[config.mk]
export PLATFORM = sky130hd
export DESIGN_NAME = dphy_top
export DESIGN_NICKNAME = d
export VERILOG_FILES = /design/src/rtl/dphy_pkg.sv /design/src/rtl/dphy_top.sv
export SDC_FILE = /design/constraint.sdc
export NUM_CORES = 1
export LEC_CHECK = 0
export BUFFER_PORTS_ARGS = -buffer_cell sky130_fd_sc_hd__buf_2
export CAP_MARGIN = 25
export CORE_ASPECT_RATIO = 1.75
export CORE_UTILIZATION = 59
export DETAILED_ROUTE_END_ITERATION = 7
export PLACE_DENSITY = 0.89
export SLEW_MARGIN = 20
export SYNTH_ARGS = -nofsm -noshare
export SYNTH_HDL_FRONTEND = slang
export SYNTH_SLANG_ARGS = --single-unit
[constraint.sdc]
create_clock -name sys_clk -period 4 [get_ports sys_clk]
set_input_delay 0.8 -clock sys_clk [delete_from_list [all_inputs] [get_ports sys_clk]]
set_output_delay 0.8 -clock sys_clk [all_outputs]
set_load 0.05 [all_outputs]
[src/rtl/dphy_pkg.sv]
// constants, register map and types of the ddr2 phy command and io path
package dphy_pkg;
    // ==========================================================
    // timing
    localparam int unsigned MEM_CYC   = 4;  // sys_clk cycles per memory clock
    localparam int unsigned AC_HOLD   = 2;  // memory cycles an address stands
    localparam int unsigned CS_PULSE  = 1;  // memory cycles a cs/cke/odt pulse stands
    localparam int unsigned DRV_LEN   = AC_HOLD * MEM_CYC;
    localparam int unsigned PULSE_LEN = CS_PULSE * MEM_CYC;
    localparam logic [1:0]  CK_RISE_PH = 2'h2; // phase at which mem_ck has just risen

    // ==========================================================
    // register offsets (byte addresses)
    localparam logic [7:0]  REG_CTRL  = 8'h00;
    localparam logic [7:0]  REG_PHASE = 8'h04;
    localparam logic [7:0]  REG_STAT  = 8'h08;

    // ctrl fields
    localparam int unsigned CTRL_OBYP = 0;  // skip output alignment stage
    localparam int unsigned CTRL_IBYP = 1;  // skip input resync stage
    localparam int unsigned CTRL_CAPS = 2;  // capture source, 2 bits
    localparam int unsigned CTRL_DIFF = 4;  // differential strobe
    localparam int unsigned CTRL_WSRC = 5;  // write clock from leveling chain
    localparam int unsigned CTRL_RSRC = 6;  // resync clock from leveling chain
    localparam logic [6:0]  CTRL_RST  = 7'h00;

    // phase fields
    localparam int unsigned PH_ACD  = 0;    // address/command phase step, 2 bits
    localparam int unsigned PH_EDGE = 2;    // launch on falling edge
    localparam int unsigned PH_LVL  = 3;    // leveling delay, 2 bits
    localparam logic [4:0]  PHASE_RST = 5'h00;

    // ==========================================================
    // types
    typedef enum logic [1:0] {
        CAP_STROBE = 2'h0,
        CAP_GATED  = 2'h1,
        CAP_GLOBAL = 2'h2
    } dphy_cap_t;

    typedef enum logic [2:0] {
        CS_IDLE = 3'b001,
        CS_WAIT = 3'b010,
        CS_DRV  = 3'b100
    } dphy_cst_t;
endpackage : dphy_pkg

[src/rtl/dphy_top.sv]
// ddr2 phy: address/command launch, write serializer and read capture chain
module dphy_top
    import dphy_pkg::*;
#(
    parameter int unsigned DQ_W = 16,
    parameter int unsigned AW   = 14,
    parameter int unsigned BW   = 3
) (
    // clock and reset
    input  wire logic              sys_clk,
    input  wire logic              rst_n,
    // apb slave
    input  wire logic              psel,
    input  wire logic              penable,
    input  wire logic              pwrite,
    input  wire logic [7:0]        paddr,
    input  wire logic [31:0]       pwdata,
    output logic [31:0]            prdata,
    output logic                   pready,
    output logic                   pslverr,
    // core command port
    input  wire logic              cmd_valid,
    output logic                   cmd_ready,
    input  wire logic              cmd_cs_n,
    input  wire logic              cmd_cke,
    input  wire logic              cmd_odt,
    input  wire logic              cmd_ras_n,
    input  wire logic              cmd_cas_n,
    input  wire logic              cmd_we_n,
    input  wire logic [AW-1:0]     cmd_addr,
    input  wire logic [BW-1:0]     cmd_ba,
    // core write port, two words per core cycle
    input  wire logic              wr_valid,
    output logic                   wr_ready,
    input  wire logic [2*DQ_W-1:0] wr_data,
    input  wire logic [2*DQ_W/8-1:0] wr_mask,
    // core read port
    input  wire logic              rd_gate,
    output logic                   rd_valid,
    output logic [2*DQ_W-1:0]      rd_data,
    output logic                   rd_half_clk,
    // memory clock and command pins
    output logic                   mem_ck,
    output logic                   mem_ck_n,
    output logic                   addr_cmd_half_clock,
    output logic                   mem_cs_n,
    output logic                   mem_cke,
    output logic                   mem_odt,
    output logic                   mem_ras_n,
    output logic                   mem_cas_n,
    output logic                   mem_we_n,
    output logic [AW-1:0]          mem_addr,
    output logic [BW-1:0]          mem_ba,
    // memory data pins
    input  wire logic [DQ_W-1:0]   dq_i,
    output logic [DQ_W-1:0]        dq_o,
    output logic                   dq_oe,
    output logic [DQ_W/8-1:0]      dm_o,
    input  wire logic              dqs_i,
    input  wire logic              dqs_n_i,
    output logic                   dqs_o,
    output logic                   dqs_n_o,
    output logic                   dqs_oe
);
    localparam int unsigned NG = DQ_W / 8;

    if (DQ_W == 0 || DQ_W % 8 != 0) begin : g_chk
        $error("dq width must be a nonzero multiple of 8");
    end

    // ==========================================================
    // registers
    logic [6:0]      ctrl_ff;
    logic [4:0]      phase_ff;
    logic [31:0]     prdata_ff;
    logic [7:0]      rdcnt_ff;
    logic            acc, hit;
    logic            obyp, ibyp, diff, wsrc, rsrc;
    logic [1:0]      capsel, acd, lvl, launch_ph, wl_ph;
    logic            edge_sel;
    logic            cmd_busy, wr_busy;
    logic            hr_sel_ff;

    assign acc      = psel & penable;
    assign hit      = (paddr == REG_CTRL) | (paddr == REG_PHASE) | (paddr == REG_STAT);
    assign pready   = 1'b1;                // zero wait states
    assign pslverr  = acc & ~hit;
    assign prdata   = prdata_ff;
    assign obyp     = ctrl_ff[CTRL_OBYP];
    assign ibyp     = ctrl_ff[CTRL_IBYP];
    assign capsel   = ctrl_ff[CTRL_CAPS +: 2];
    assign diff     = ctrl_ff[CTRL_DIFF];
    assign wsrc     = ctrl_ff[CTRL_WSRC];
    assign rsrc     = ctrl_ff[CTRL_RSRC];
    assign acd      = phase_ff[PH_ACD +: 2];
    assign edge_sel = phase_ff[PH_EDGE];
    assign lvl      = phase_ff[PH_LVL +: 2];

    // writes take effect at the access edge; bypass may change at run time
    always_ff @(posedge sys_clk) begin
        if (!rst_n) begin
            ctrl_ff  <= CTRL_RST;
            phase_ff <= PHASE_RST;
        end else if (acc && pwrite) begin
            if (paddr == REG_CTRL)  ctrl_ff  <= pwdata[6:0];
            if (paddr == REG_PHASE) phase_ff <= pwdata[4:0];
        end
    end

    // read data is fetched in the setup cycle so it stands in the access cycle
    always_ff @(posedge sys_clk) begin
        if (!rst_n) begin
            prdata_ff <= 32'h0;
        end else if (psel && !penable && !pwrite) begin
            unique case (paddr)
                REG_CTRL:  prdata_ff <= {25'h0, ctrl_ff};
                REG_PHASE: prdata_ff <= {27'h0, phase_ff};
                REG_STAT:  prdata_ff <= {16'h0, rdcnt_ff, 5'h0, hr_sel_ff, wr_busy, cmd_busy};
                default:   prdata_ff <= 32'h0;
            endcase
        end
    end

    // ==========================================================
    // clocks: one memory cycle is four sys_clk phases
    logic [1:0] ph_ff;
    logic       ck_ff, half_ff;

    // ck rises entering phase 2, so phase 1 is the -90 degree point
    always_ff @(posedge sys_clk) begin
        if (!rst_n) begin
            ph_ff   <= 2'h0;
            ck_ff   <= 1'b0;
            half_ff <= 1'b0;
        end else begin
            ph_ff <= ph_ff + 2'h1;
            if (ph_ff[0]) ck_ff <= ~ck_ff;
            if (ph_ff == 2'h1) half_ff <= ~half_ff; // one toggle per ck period
        end
    end

    assign mem_ck              = ck_ff;
    assign mem_ck_n            = ~ck_ff;
    assign addr_cmd_half_clock = half_ff;

    // ==========================================================
    // address and command launch
    dphy_cst_t       cst_ff;
    logic [2:0]      drv_ff;
    logic            c_cs_n_ff, c_cke_ff, c_odt_ff, c_ras_ff, c_cas_ff, c_we_ff;
    logic [AW-1:0]   c_addr_ff;
    logic [BW-1:0]   c_ba_ff;
    logic            cs_n_ff, cke_ff, odt_ff, ras_ff, cas_ff, we_ff;
    logic [AW-1:0]   addr_ff;
    logic [BW-1:0]   ba_ff;

    // phase step plus half a cycle for a falling-edge launch
    assign launch_ph = {edge_sel, 1'b0} + acd;
    assign cmd_ready = (cst_ff == CS_IDLE);
    assign cmd_busy  = (cst_ff != CS_IDLE);

    // command sequencer: idle, wait for launch phase, drive two memory cycles
    always_ff @(posedge sys_clk) begin
        if (!rst_n) begin
            cst_ff <= CS_IDLE;
            drv_ff <= 3'h0;
        end else begin
            unique case (cst_ff)
                CS_IDLE: if (cmd_valid) cst_ff <= CS_WAIT;
                CS_WAIT: if (ph_ff == launch_ph) begin
                    cst_ff <= CS_DRV;
                    drv_ff <= 3'h0;
                end
                CS_DRV: begin
                    drv_ff <= drv_ff + 3'h1;
                    if (drv_ff == 3'(DRV_LEN - 1)) cst_ff <= CS_IDLE;
                end
            endcase
        end
    end

    // the request is held here so the core may move on
    always_ff @(posedge sys_clk) begin
        if (!rst_n) begin
            {c_cs_n_ff, c_cke_ff, c_odt_ff} <= 3'b100;
            {c_ras_ff, c_cas_ff, c_we_ff}   <= 3'b111;
            c_addr_ff <= '0;
            c_ba_ff   <= '0;
        end else if (cmd_valid && cmd_ready) begin
            {c_cs_n_ff, c_cke_ff, c_odt_ff} <= {cmd_cs_n, cmd_cke, cmd_odt};
            {c_ras_ff, c_cas_ff, c_we_ff}   <= {cmd_ras_n, cmd_cas_n, cmd_we_n};
            c_addr_ff <= cmd_addr;
            c_ba_ff   <= cmd_ba;
        end
    end

    // pin registers change only at launch and at memory cycle boundaries
    always_ff @(posedge sys_clk) begin
        if (!rst_n) begin
            {cs_n_ff, cke_ff, odt_ff} <= 3'b100;
            {ras_ff, cas_ff, we_ff}   <= 3'b111;
            addr_ff <= '0;
            ba_ff   <= '0;
        end else if (cst_ff == CS_WAIT && ph_ff == launch_ph) begin
            {cs_n_ff, cke_ff, odt_ff} <= {c_cs_n_ff, c_cke_ff, c_odt_ff};
            {ras_ff, cas_ff, we_ff}   <= {c_ras_ff, c_cas_ff, c_we_ff};
            addr_ff <= c_addr_ff;
            ba_ff   <= c_ba_ff;
        end else if (cst_ff == CS_DRV && drv_ff == 3'(PULSE_LEN - 1)) begin
            // enable drops after one cycle even in the half-rate path
            {cs_n_ff, cke_ff, odt_ff} <= 3'b100;
        end else if (cst_ff == CS_DRV && drv_ff == 3'(DRV_LEN - 1)) begin
            {ras_ff, cas_ff, we_ff} <= 3'b111;
        end
    end

    assign mem_cs_n  = cs_n_ff;
    assign mem_cke   = cke_ff;
    assign mem_odt   = odt_ff;
    assign mem_ras_n = ras_ff;
    assign mem_cas_n = cas_ff;
    assign mem_we_n  = we_ff;
    assign mem_addr  = addr_ff;
    assign mem_ba    = ba_ff;

    // ==========================================================
    // write path: two core words leave low then high
    logic              wpend_ff, wbusy_ff, oea_ff, oeb_ff, dqsa_ff, dqsb_ff;
    logic [2:0]        wcnt_ff, nxt_wcnt;
    logic [2*DQ_W-1:0] wdat_ff;
    logic [2*NG-1:0]   wmsk_ff;
    logic [DQ_W-1:0]   dqa_ff, dqb_ff;
    logic [NG-1:0]     dma_ff, dmb_ff;

    // leveling chain moves the write launch later by the leveling delay
    assign wl_ph    = wsrc ? lvl : 2'h0;
    assign wr_ready = ~wpend_ff & ~wbusy_ff;
    assign wr_busy  = wpend_ff | wbusy_ff;
    assign nxt_wcnt = wcnt_ff + 3'h1;

    // dq moves at phase 1, dqs one sys cycle later: 90 degrees apart
    always_ff @(posedge sys_clk) begin
        if (!rst_n) begin
            wpend_ff <= 1'b0;
            wbusy_ff <= 1'b0;
            wcnt_ff  <= 3'h0;
            oea_ff   <= 1'b0;
            dqsa_ff  <= 1'b0;
            wdat_ff  <= '0;
            wmsk_ff  <= '0;
            dqa_ff   <= '0;
            dma_ff   <= '0;
        end else if (wr_valid && wr_ready) begin
            wpend_ff <= 1'b1;
            wdat_ff  <= wr_data;
            wmsk_ff  <= wr_mask;
        end else if (wpend_ff && ph_ff == wl_ph) begin
            wpend_ff <= 1'b0;
            wbusy_ff <= 1'b1;
            wcnt_ff  <= 3'h0;
            oea_ff   <= 1'b1;
            dqa_ff   <= wdat_ff[DQ_W-1:0];       // low word first
            dma_ff   <= wmsk_ff[NG-1:0];         // high bit masks its byte
        end else if (wbusy_ff) begin
            wcnt_ff <= nxt_wcnt;
            dqsa_ff <= nxt_wcnt[0] ^ nxt_wcnt[1];
            if (wcnt_ff == 3'(MEM_CYC - 1)) begin
                dqa_ff <= wdat_ff[2*DQ_W-1:DQ_W];
                dma_ff <= wmsk_ff[2*NG-1:NG];
            end
            if (wcnt_ff == 3'(DRV_LEN - 1)) begin
                wbusy_ff <= 1'b0;
                oea_ff   <= 1'b0;
                dqsa_ff  <= 1'b0;
            end
        end
    end

    // alignment stage, used unless bypassed
    always_ff @(posedge sys_clk) begin
        if (!rst_n) begin
            dqb_ff  <= '0;
            dmb_ff  <= '0;
            oeb_ff  <= 1'b0;
            dqsb_ff <= 1'b0;
        end else begin
            dqb_ff  <= dqa_ff;
            dmb_ff  <= dma_ff;
            oeb_ff  <= oea_ff;
            dqsb_ff <= dqsa_ff;
        end
    end

    // bypass selects the earlier flop, so no cycle is added
    assign dq_o    = obyp ? dqa_ff  : dqb_ff;
    assign dq_oe   = obyp ? oea_ff  : oeb_ff;
    assign dqs_o   = obyp ? dqsa_ff : dqsb_ff;
    assign dqs_n_o = ~dqs_o;
    assign dqs_oe  = dq_oe;

    // each strobe group owns a contiguous byte lane
    for (genvar g = 0; g < NG; g++) begin : g_dm
        assign dm_o[g] = obyp ? dma_ff[g] : dmb_ff[g];
    end

    // ==========================================================
    // read path: strobe is sampled by sys_clk
    logic            p1_ff, p2_ff, n1_ff, n2_ff, prev_ff, stb;
    logic [DQ_W-1:0] d1_ff, d2_ff, cap_ff, rs_ff, lo_ff, word;
    logic            cap_ev, capv_ff, rsv_ff, ev;
    logic [3:0]      capsh_ff;
    logic [2*DQ_W-1:0] rdd_ff;
    logic            rdv_ff, rhc_ff;

    // two-flop synchronisers for strobe and data pins
    always_ff @(posedge sys_clk) begin
        if (!rst_n) begin
            {p1_ff, p2_ff, n1_ff, n2_ff} <= 4'h0;
            d1_ff <= '0;
            d2_ff <= '0;
        end else begin
            {p1_ff, p2_ff} <= {dqs_i, p1_ff};
            {n1_ff, n2_ff} <= {dqs_n_i, n1_ff};
            d1_ff <= dq_i;
            d2_ff <= d1_ff;
        end
    end

    // differential mode needs both legs to agree
    assign stb = diff ? (p2_ff & ~n2_ff) : p2_ff;

    // capture event source
    always_comb begin
        unique case (dphy_cap_t'(capsel))
            CAP_STROBE: cap_ev = stb ^ prev_ff;
            CAP_GATED:  cap_ev = (stb ^ prev_ff) & rd_gate;
            CAP_GLOBAL: cap_ev = (ph_ff == CK_RISE_PH);
            default:    cap_ev = 1'b0;
        endcase
    end

    // first capture register is never bypassed
    always_ff @(posedge sys_clk) begin
        if (!rst_n) begin
            prev_ff  <= 1'b0;
            cap_ff   <= '0;
            capv_ff  <= 1'b0;
            capsh_ff <= 4'h0;
        end else begin
            prev_ff  <= stb;
            capv_ff  <= cap_ev;
            capsh_ff <= {capsh_ff[2:0], cap_ev};
            if (cap_ev) cap_ff <= d2_ff;
        end
    end

    // resync stage on the pll phase or the leveling-delayed one
    always_ff @(posedge sys_clk) begin
        if (!rst_n) begin
            rs_ff  <= '0;
            rsv_ff <= 1'b0;
        end else begin
            rsv_ff <= rsrc ? capsh_ff[lvl] : capv_ff;
            if (rsrc ? capsh_ff[lvl] : capv_ff) rs_ff <= cap_ff;
        end
    end

    // a leveling delay longer than the strobe period would overrun cap_ff
    assign word = ibyp ? cap_ff  : rs_ff;
    assign ev   = ibyp ? capv_ff : rsv_ff;

    // pair words into one double-width core word, first one low
    always_ff @(posedge sys_clk) begin
        if (!rst_n) begin
            hr_sel_ff <= 1'b0;
            lo_ff     <= '0;
            rdd_ff    <= '0;
            rdv_ff    <= 1'b0;
            rhc_ff    <= 1'b0;
            rdcnt_ff  <= 8'h0;
        end else begin
            rdv_ff <= 1'b0;
            if (ev && !hr_sel_ff) begin
                lo_ff     <= word;
                hr_sel_ff <= 1'b1;
            end else if (ev) begin
                rdd_ff    <= {word, lo_ff};
                rdv_ff    <= 1'b1;
                rhc_ff    <= ~rhc_ff;
                hr_sel_ff <= 1'b0;
                rdcnt_ff  <= rdcnt_ff + 8'h1;
            end
        end
    end

    assign rd_valid    = rdv_ff;
    assign rd_data     = rdd_ff;
    assign rd_half_clk = rhc_ff;
endmodule : dphy_top

# Word level (Yosys, flattened, before mapping)
# Index checks and enable logic that the tools add are counted.
[op_classes]
n_addsub = 5
n_lt_le_gt_ge = 1
eq_ne = 20
mux = 50
n_bitwise = 22
n_reduce_logical = 34
[ops]
columns = ["operator", "n"]
rows = [
  ["16-bit 2-to-1 mux", 5],
  ["16-bit case mux with 3 select lines", 1],
  ["1-bit 2-to-1 mux", 30],
  ["3-bit 2-to-1 mux", 6],
  ["2-bit nonzero test", 8],
  ["1-bit inverter", 12],
  ["2-bit AND reduction", 6],
  ["3-bit AND reduction", 4],
  ["1-bit logical AND", 10],
  ["3-bit by 2-bit equality test with 1-bit output, second input constant", 3],
  ["3-bit equality test, second input constant", 3],
  ["3-bit case mux with 3 select lines", 1],
  ["8-bit by 1-bit adder with 8-bit output, second input constant", 1],
  ["8-bit by 3-bit equality test with 1-bit output, second input constant", 1],
  ["8-bit by 4-bit equality test with 1-bit output, second input constant", 1],
  ["8-bit logical NOT", 1],
  ["2-bit 2-to-1 mux", 4],
  ["2-bit != test, second input constant", 4],
  ["3-bit by 1-bit adder with 3-bit output, second input constant", 2],
  ["3-bit case mux with 2 select lines", 1],
  ["1-bit AND", 5],
  ["2-bit by 1-bit equality test with 1-bit output, second input constant", 2],
  ["2-bit equality test", 2],
  ["2-bit equality test, second input constant", 2],
  ["other kinds (12)", 17],
]
[totals]
ff_bits = 315
inputBits = 125
output_inout_bits = 118

# Longest topological paths before layout
# Gate-level depths: netlist of the first run.
[logic_depth]
depth_word = 6
ltp_mapped = 9

# Worst setup path after synthesis of the first run
# No wires, ideal clock.
[synth_path]
path_kind = "flip-flop to output port"
startpoint = "reg ctrl_ff[0]"
endpoint = "out dqs_o"
t_arrival_ns = 2.144
required_time_ns = 3.200
setup_slack_ns = 1.056
stages_incl_launch_ff = 4
cell_sequence = "dfxtp_1 > buf_1 > mux2i_1 > inv_1"
[synth_between]
elab_chain_cells = 1
[synth_rtl]
columns = ["element", "line_no", "source"]
rows = [
  ["from (decl)", "dphy_top.sv:73", "logic [6:0] ctrl_ff;"],
  ["from (signal assigned)", "dphy_top.sv:105", "if (paddr == REG_CTRL) ctrl_ff <= pwdata[6:0];"],
  ["1-bit 2-to-1 mux", "dphy_top.sv:297", "assign dqs_o = obyp ? dqsa_ff : dqsb_ff;"],
  ["to (decl)", "dphy_top.sv:61", "output logic dqs_o,"],
]
# No other way between the ends.

# Worst setup path after layout of the first run
[layout_path]
startpoint = "reg ctrl_ff[0]"
endpoint = "out dqs_n_o"
[layout_between]
elab_chain_cells = 2
[layout_rtl]
columns = ["element", "line_no", "source"]
rows = [
  ["1-bit 2-to-1 mux", "dphy_top.sv:297", ""],
  ["1-bit inverter", "dphy_top.sv:298", "assign dqs_n_o = ~dqs_o;"],
  ["to (decl)", "dphy_top.sv:62", "output logic dqs_n_o,"],
]
# No other way between the ends.

==> results of run 1 <==
per-stage QoR:
stage                     cells   util  hold WS [ps]
after floorplan            1265      -           412
after global placement     1606  0.657           417
after detailed placement   1607  0.658           418
after CTS                  1652  0.700           432
after global routing       1659  0.702           444
final                      1659  0.702           425
worst max-delay path: cells and delay by family (launching register included):
family                 cells  cell delay [ps]
muxes                      1              290
DFF                        1              630
buffers and inverters      2              540
final timing paths:
check                           cells after the start       end
worst max-delay path                                3   dqs_n_o
worst min-delay path                                1  d2_ff[2]
worst max register to register                      5  wbusy_ff
worst min register to register                      1  d2_ff[2]
cell type report:
class	instances	area (um^2)	area share
multi-input combinational	846	5270	0.389
tap	241	302	0.0223
inverter	7	26.3	0.00194
clock inverter	7	70.1	0.00517
antenna	4	10.0	0.000739
clock buffer	38	734	0.0542
timing repair buffer	219	1190	0.0877
sequential	297	5950	0.439
registers in the layout, summed over array words and instances (netlist names), 4 cells and up:
name and flops:
dqa_ff 16, prdata 15, dqb_ff 16, cap_ff 16
c_addr_ff 14, d2_ff 16, d1_ff 16, rdcnt_ff 8
wdat_ff 32, rs_ff 16, rd_data 32, lo_ff 16
capsh_ff 4, phase_ff 5, mem_addr 14, wmsk_ff 4
ctrl_ff 7
kinds of logic after synthesis:
| group | Yosys count |
|---|---|
| AOI/OAI and AO/OA | 248 |
| xor gates and xnor gates | 13 |
| adders and majority gates | 9 |
| buffers and inverters | 122 |
| DFF | 297 |
| muxes | 76 |
| other | 2 |
| and+or+nand+nor | 482 |
cell usage in the layout (no fill, tap or decap), drive strengths merged, types with 2 or more instances in the layout:
cell type,count
mux2,22
a211oi,3
diode,4
nand2,255
conb,18
o211a,50
or3b,2
nor3b,8
o21ai,41
nor2,21
mux2i,54
buf,218
nor3,4
and2,74
a21o,2
clkinv,4
and4,3
and3,4
nand3,67
a21oi,3
xnor2,9
dfxtp,297
a22oi,11
nand4,6
nor4,2
xor2,3
ha,9
a21boi,132
nand2b,7
nor2b,22
inv,8
clkbuf,39
power by group through the flow:
stage / logic, W / clock network, W / registers [W]
finish: 0.000553 / 0.00237 / 0.00314
global route: 0.000605 / 0.00256 / 0.00315
CTS: 0.000555 / 0.00243 / 0.00314
detailed placement: 0.000550 / 0 / 0.00321
global placement: 0.000536 / 0 / 0.00320
floorplan: 0.000403 / 0 / 0.00321
metal layers:
metal / vias to the layer above / GRT usage
met2: 224 / 0.470
met3: 90 / 0.0408
met1: 4274 / 0.258
met5: - / 0
met4: 6 / 0.122
li1: 4466 / -
synth_stat cells (all sizes together) (8+ instances only):
library cell    n
a21boi        132
a22oi          11
and2           74
buf            32
clkbuf         83
dfxtp         297
ha              9
mux2           22
mux2i          54
nand2         255
nand3          67
nor2           21
nor2b          22
nor3b           8
o211a          50
o21ai          41
xnor2           9
==> flow_summary_export.csv, run 1 <==
group,metric,value,unit
clock_tree,cts_made_buffers,25,
worst_hold_path,worstHoldStart,"d1_ff[2]",
drt,via_count,9060,
worst_setup_path,path_class,"reg2out",
floorplanning,die_area,20400,um^2
floorplanning,ios,243,
drt,routed-wl-met2,13.8,mm
power,powerDensity,448,nW/um^2
worst_setup_path,cp_slowest_cell,"dfxtp_1",
finish,syn2layout_area_growth,15.8,%
drt,met3WireLength,1.17,mm
synthesis,yosysTopAreaCellShare,0.509,
clock_tree,cts_setup_buffers,0,
clock_tree,root_buffer,"clkbuf_16",
sta,timing.final.ws_setup,1210,ps
floorplanning,start_util,0.606,
synthesis,ys_seq_elements,297,
worst_setup_path,crit_arrival,1990,ps
synthesis,synth-edff-count,0,
drt,postRouteAntennaNets,0,
synthesis,ys_seq_area_frac,0.509,
worst_setup_path,r2r_slack,1780,ps
floorplanning,fp-row-count,67,
clock_tree,cts_hold_buf,0,
sta,rsz0062_at_grt,"no",
global_routing,grt_pass1_vias,8842,
clock_tree,ctsHtreeMaxLevel,1,
place,postPlaceCellArea,12700,um^2
finish,layout.nets,1530,
place,port_buffers,199,
sta,period_minus_slack,2790,ps
power,p_clk_frac,0.391,
power,combPwrFrac,0.091,
clock_tree,cts_sinks,297,
clock_tree,cts_tree,"built",
worst_setup_path,crit_path_cell_trace,"buf_8 -> mux2i_1 -> buf_2",
synthesis,synth_xor_xnor_area_share,0.0109,
global_routing,grt_overflow,0,
place,dp_slack,1100,ps
floorplanning,core,19300,um^2
synthesis,synth_top_cell_by_area,"dfxtp_1",
floorplanning,die_h,188,um
place,hpwl,17.6,mm
power,swShare,0.241,
worst_hold_path,hold_path.class,"reg2reg",
finish,final_area,13500,um^2
drt,met1Wirelength,9.40,mm
sta,fmax,0.358,GHz
power,switchingPower,0.00146,W
synthesis,synth_cell_types,50,
synthesis,synth_top_family_by_area,"simple AND/OR/NAND/NOR gates",
global_routing,grt_util_all_layers,0.249,
synthesis,synthFlopType,"dfxtp_1",
worst_setup_path,crit_path_start_kind,"flip-flop",
clock_tree,cts_buffer_depth,3,
sta,setup-violations-final,0,
sta,hold_viol_final,0,
drt,via_per_inst,5.46,
power,total_power,0.00607,W
drt,drt_iter0_drc,482,
flow_run,maxCapViolCount,0,
synthesis,syn_area,11700,um^2
power,peakVddDrop,0.419,mV
drt,wire_per_inst,15.4,um
worst_setup_path,max_stage_delay,630,ps
clock_tree,clk_pin_slew_worst_paths,60,ps
worst_setup_path,r2r-start,"phase_ff[4]",
global_routing,grt_max_degree,134,
clock_tree,worstSkewPairLatency,520,ps
sta,drv_slew,0,
drt,wirelength,25.6,mm
synthesis,synth_area_leaders,"dfxtp_1, a21boi_0, nand2_1",
finish,drive_above_1_share,0.202,
outcome,outcome,"complete, no violations",
worst_setup_path,worst-path-max-fanout,12,
clock_tree,cts_resized,0,
synthesis,synthArstFlopShare,0,
synthesis,ys_warn_count,0,
synthesis,yosys.area_share.simple,0.196,
power,internal_power,0.00460,W
global_routing,grt_pass1_wl,41.3,mm
synthesis,synth_fa_ha_area_frac,0.00963,
drt,dr.max_layer_used,"met5",
synthesis,synth_compound_area_frac,0.161,
finish,fill_cells,1476,
sta,worstMarginPinSlew,913,ps
synthesis,synthMuxAreaShare,0.0674,
sta,period_share,0.699,
sta,skew,7.04,ps
power,seq_power_share,0.518,
power,p_leak,6.17,nW
floorplanning,die_w,108,um
place,gp_congestion,0.816,
sta,maxSlewHeadroom,0.374,
synthesis,syn_inst,1249,
drt,first_pass_iters,5,
worst_setup_path,crit_path_start,"ctrl_ff[0]",
drt,drcViolationCount,0,
global_routing,antenna_found_initial,7,
synthesis,avgSynthCellArea,9.36,um^2
worst_setup_path,crit_path_end_kind,"output port",
worst_setup_path,cp.required,3200,ps
sta,finalSetupTns,0,ps
No activity file was read; power rests on OpenSTA's default activity.
==> run 2, diff against run 1 <==
CORE_UTILIZATION = 49   (was 59)
PLACE_DENSITY = 0.8   (was 0.89)
clock period = 2.28 ns   (was 4 ns; I/O delays follow)
==> run 2 against run 1 <==
  * Via count decreased by 2.0%
  * Clock power increased by 89%
  * Global-route usage decreased by 5.0 points
  * Count of clock-buffer cells in the layout decreased by 4
  * Wire length decreased by 3.9%
  * Sequential cell count unchanged
  * Sequential share of layout area decreased by 0.81 points
  * Utilization decreased by 11 points
  * Clock skew increased by 4.0 ps
  * Die area increased by 20%
  * Combinational power increased by 80%
  * Hold slack got worse by 300 ps
  * Largest cell class unchanged
==> flow_summary_export.csv, run 2 (synthesis results as in run 1) <==
group,metric,value,unit
worst_setup_path,worst-path-max-fanout,22,
sta,maxSlewHeadroom,0.548,
floorplanning,fp-row-count,74,
global_routing,grt_pass1_wl,40.4,mm
clock_tree,ctsHtreeMaxLevel,1,
worst_hold_path,hold_path.class,"in2reg",
clock_tree,worstSkewPairLatency,540,ps
finish,layout.nets,1543,
power,combPwrFrac,0.091,
clock_tree,cts_tree,"built",
finish,final_cells,1739,
finish,final_common_cell,"dfxtp_1",
place,gp_congestion,0.779,
drt,via_per_inst,5.11,
worst_setup_path,crit_path_start_kind,"flip-flop",
finish,multi_input_area,5280,um^2
place,dp_cells,1683,
floorplanning,die_area,24500,um^2
worst_setup_path,cp.required,1820,ps
place,hpwl,17.0,mm
floorplanning,die_h,206,um
sta,skew,11.0,ps
place,port_buffers,199,
global_routing,grt_overflow,0,
sta,period_minus_slack,2190,ps
drt,routed-wl-met2,12.9,mm
finish,fill_cells,2083,
global_routing,grt_pass1_vias,8508,
clock_tree,cts_buffer_depth,3,
floorplanning,ios,243,
power,p_leak,6.28,nW
drt,drt_iter0_drc,396,
worst_setup_path,path_class,"reg2out",
sta,whs,126,ps
finish,layout_common_cells,"dfxtp_1, nand2_1, buf_2",
drt,first_pass_iters,4,
finish,syn2layout_area_growth,18.0,%
clock_tree,cts_hold_buf,0,
sta,worstMarginPinSlew,678,ps
clock_tree,clk_pin_slew_worst_paths,60,ps
clock_tree,cts_made_buffers,27,
worst_setup_path,r2r-start,"phase_ff[3]",
sta,rsz0062_at_grt,"no",
sta,setup-violations-final,0,
power,swShare,0.244,
finish,regArea,5950,um^2
worst_setup_path,crit_path_start,"ctrl_ff[0]",
power,peakVddDrop,0.785,mV
drt,met1Wirelength,9.77,mm
global_routing,grt_max_degree,106,
global_routing,antenna_found_initial,6,
clock_tree,cts_sinks,297,
sta,period_share,0.960,
floorplanning,core,23400,um^2
floorplanning,die_w,119,um
drt,drcViolationCount,0,
power,powerDensity,796,nW/um^2
drt,wirelength,24.6,mm
drt,postRouteAntennaNets,0,
floorplanning,start_util,0.499,
outcome,outcome,"complete, no violations",
power,internal_power,0.00830,W
drt,met3WireLength,1.08,mm
power,switchingPower,0.00268,W
clock_tree,cts_setup_buffers,0,
worst_hold_path,worstHoldStart,"dq_i[2]",
clock_tree,root_buffer,"clkbuf_16",
sta,fmax,0.457,GHz
worst_setup_path,crit_arrival,1730,ps
drt,via_count,8882,
finish,drive_above_1_share,0.213,
worst_setup_path,crit_path_end_kind,"output port",
flow_run,maxCapViolCount,0,
drt,wire_per_inst,14.2,um
sta,hold_viol_final,0,
sta,drv_slew,0,
power,p_clk_frac,0.408,
drt,dr.max_layer_used,"met5",
global_routing,grt_util_all_layers,0.199,
power,seq_power_share,0.502,
[run 2: cell types whose count changed in the layout (fill, tap and decap cells not counted), sizes merged]
cell / before / now
bufinv: 1 / 2
clkbuf: 39 / 35
diode: 4 / 6
buf: 218 / 229
clkinv: 4 / 10
inv: 8 / 9
[run 2: critical path, cell delays in order, from the launching register on]
cell,delay [ps]
dfxtp_1,330
buf_6,250
mux2_2,390
buf_2,220
[run 2: worst paths after layout]
kind                                  to  slack (ps)  cells past startpoint
worst max-delay path            dq_o[14]          90                      3
worst min-delay path            d1_ff[2]         130                      2
worst max register to register  rs_ff[8]         450                      4
worst min register to register     n2_ff         430                      1
[run 2: power groups by stage]
| stage | clock (W) | sequential (W) | combinational (W) |
|---|---|---|---|
| final | 0.00448 | 0.00551 | 0.000994 |
| after global routing | 0.00481 | 0.00553 | 0.00109 |
| after CTS | 0.00460 | 0.00551 | 0.00100 |
| after detailed placement | 0 | 0.00562 | 0.000996 |
| after global placement | 0 | 0.00561 | 0.000975 |
| after floorplan | 0 | 0.00563 | 0.000709 |
[run 2: routing by layer]
metal | up-vias | global-route usage
li1 | 4512 | -
met1 | 4108 | 0.215
met2 | 195 | 0.372
met3 | 63 | 0.0373
met4 | 4 | 0.0949
met5 | - | 0
[run 2: area by class of cell]
class,count,share of cell area
antenna,6,0.00109
timing repair buffer,230,0.0925
sequential,297,0.431
clock inverter,15,0.00997
multi-input combinational,846,0.382
clock buffer,34,0.0538
inverter,7,0.00190
tap,304,0.0276
[run 2: what timing repair did]
| action | in CTS | in global routing |
|---|---|---|
| hold endpoints to repair | 0 | 0 |
| resized for setup | 1 | 0 |
| setup endpoints to repair | 1 | 0 |
[run 2: through the flow]
stage	setup TNS (ps)	utilization	power [W]	instance area [um^2]	setup WS, ps
after floorplan	-0.984	-	0.00634	11800	-0.984
after global placement	0	0.550	0.00659	12900	13.8
after detailed placement	-162	0.550	0.00662	12900	-38.3
after CTS	0	0.588	0.0111	13800	66.2
after global routing	0	0.589	0.0114	13800	20.0
final	0	0.589	0.0110	13800	92.1
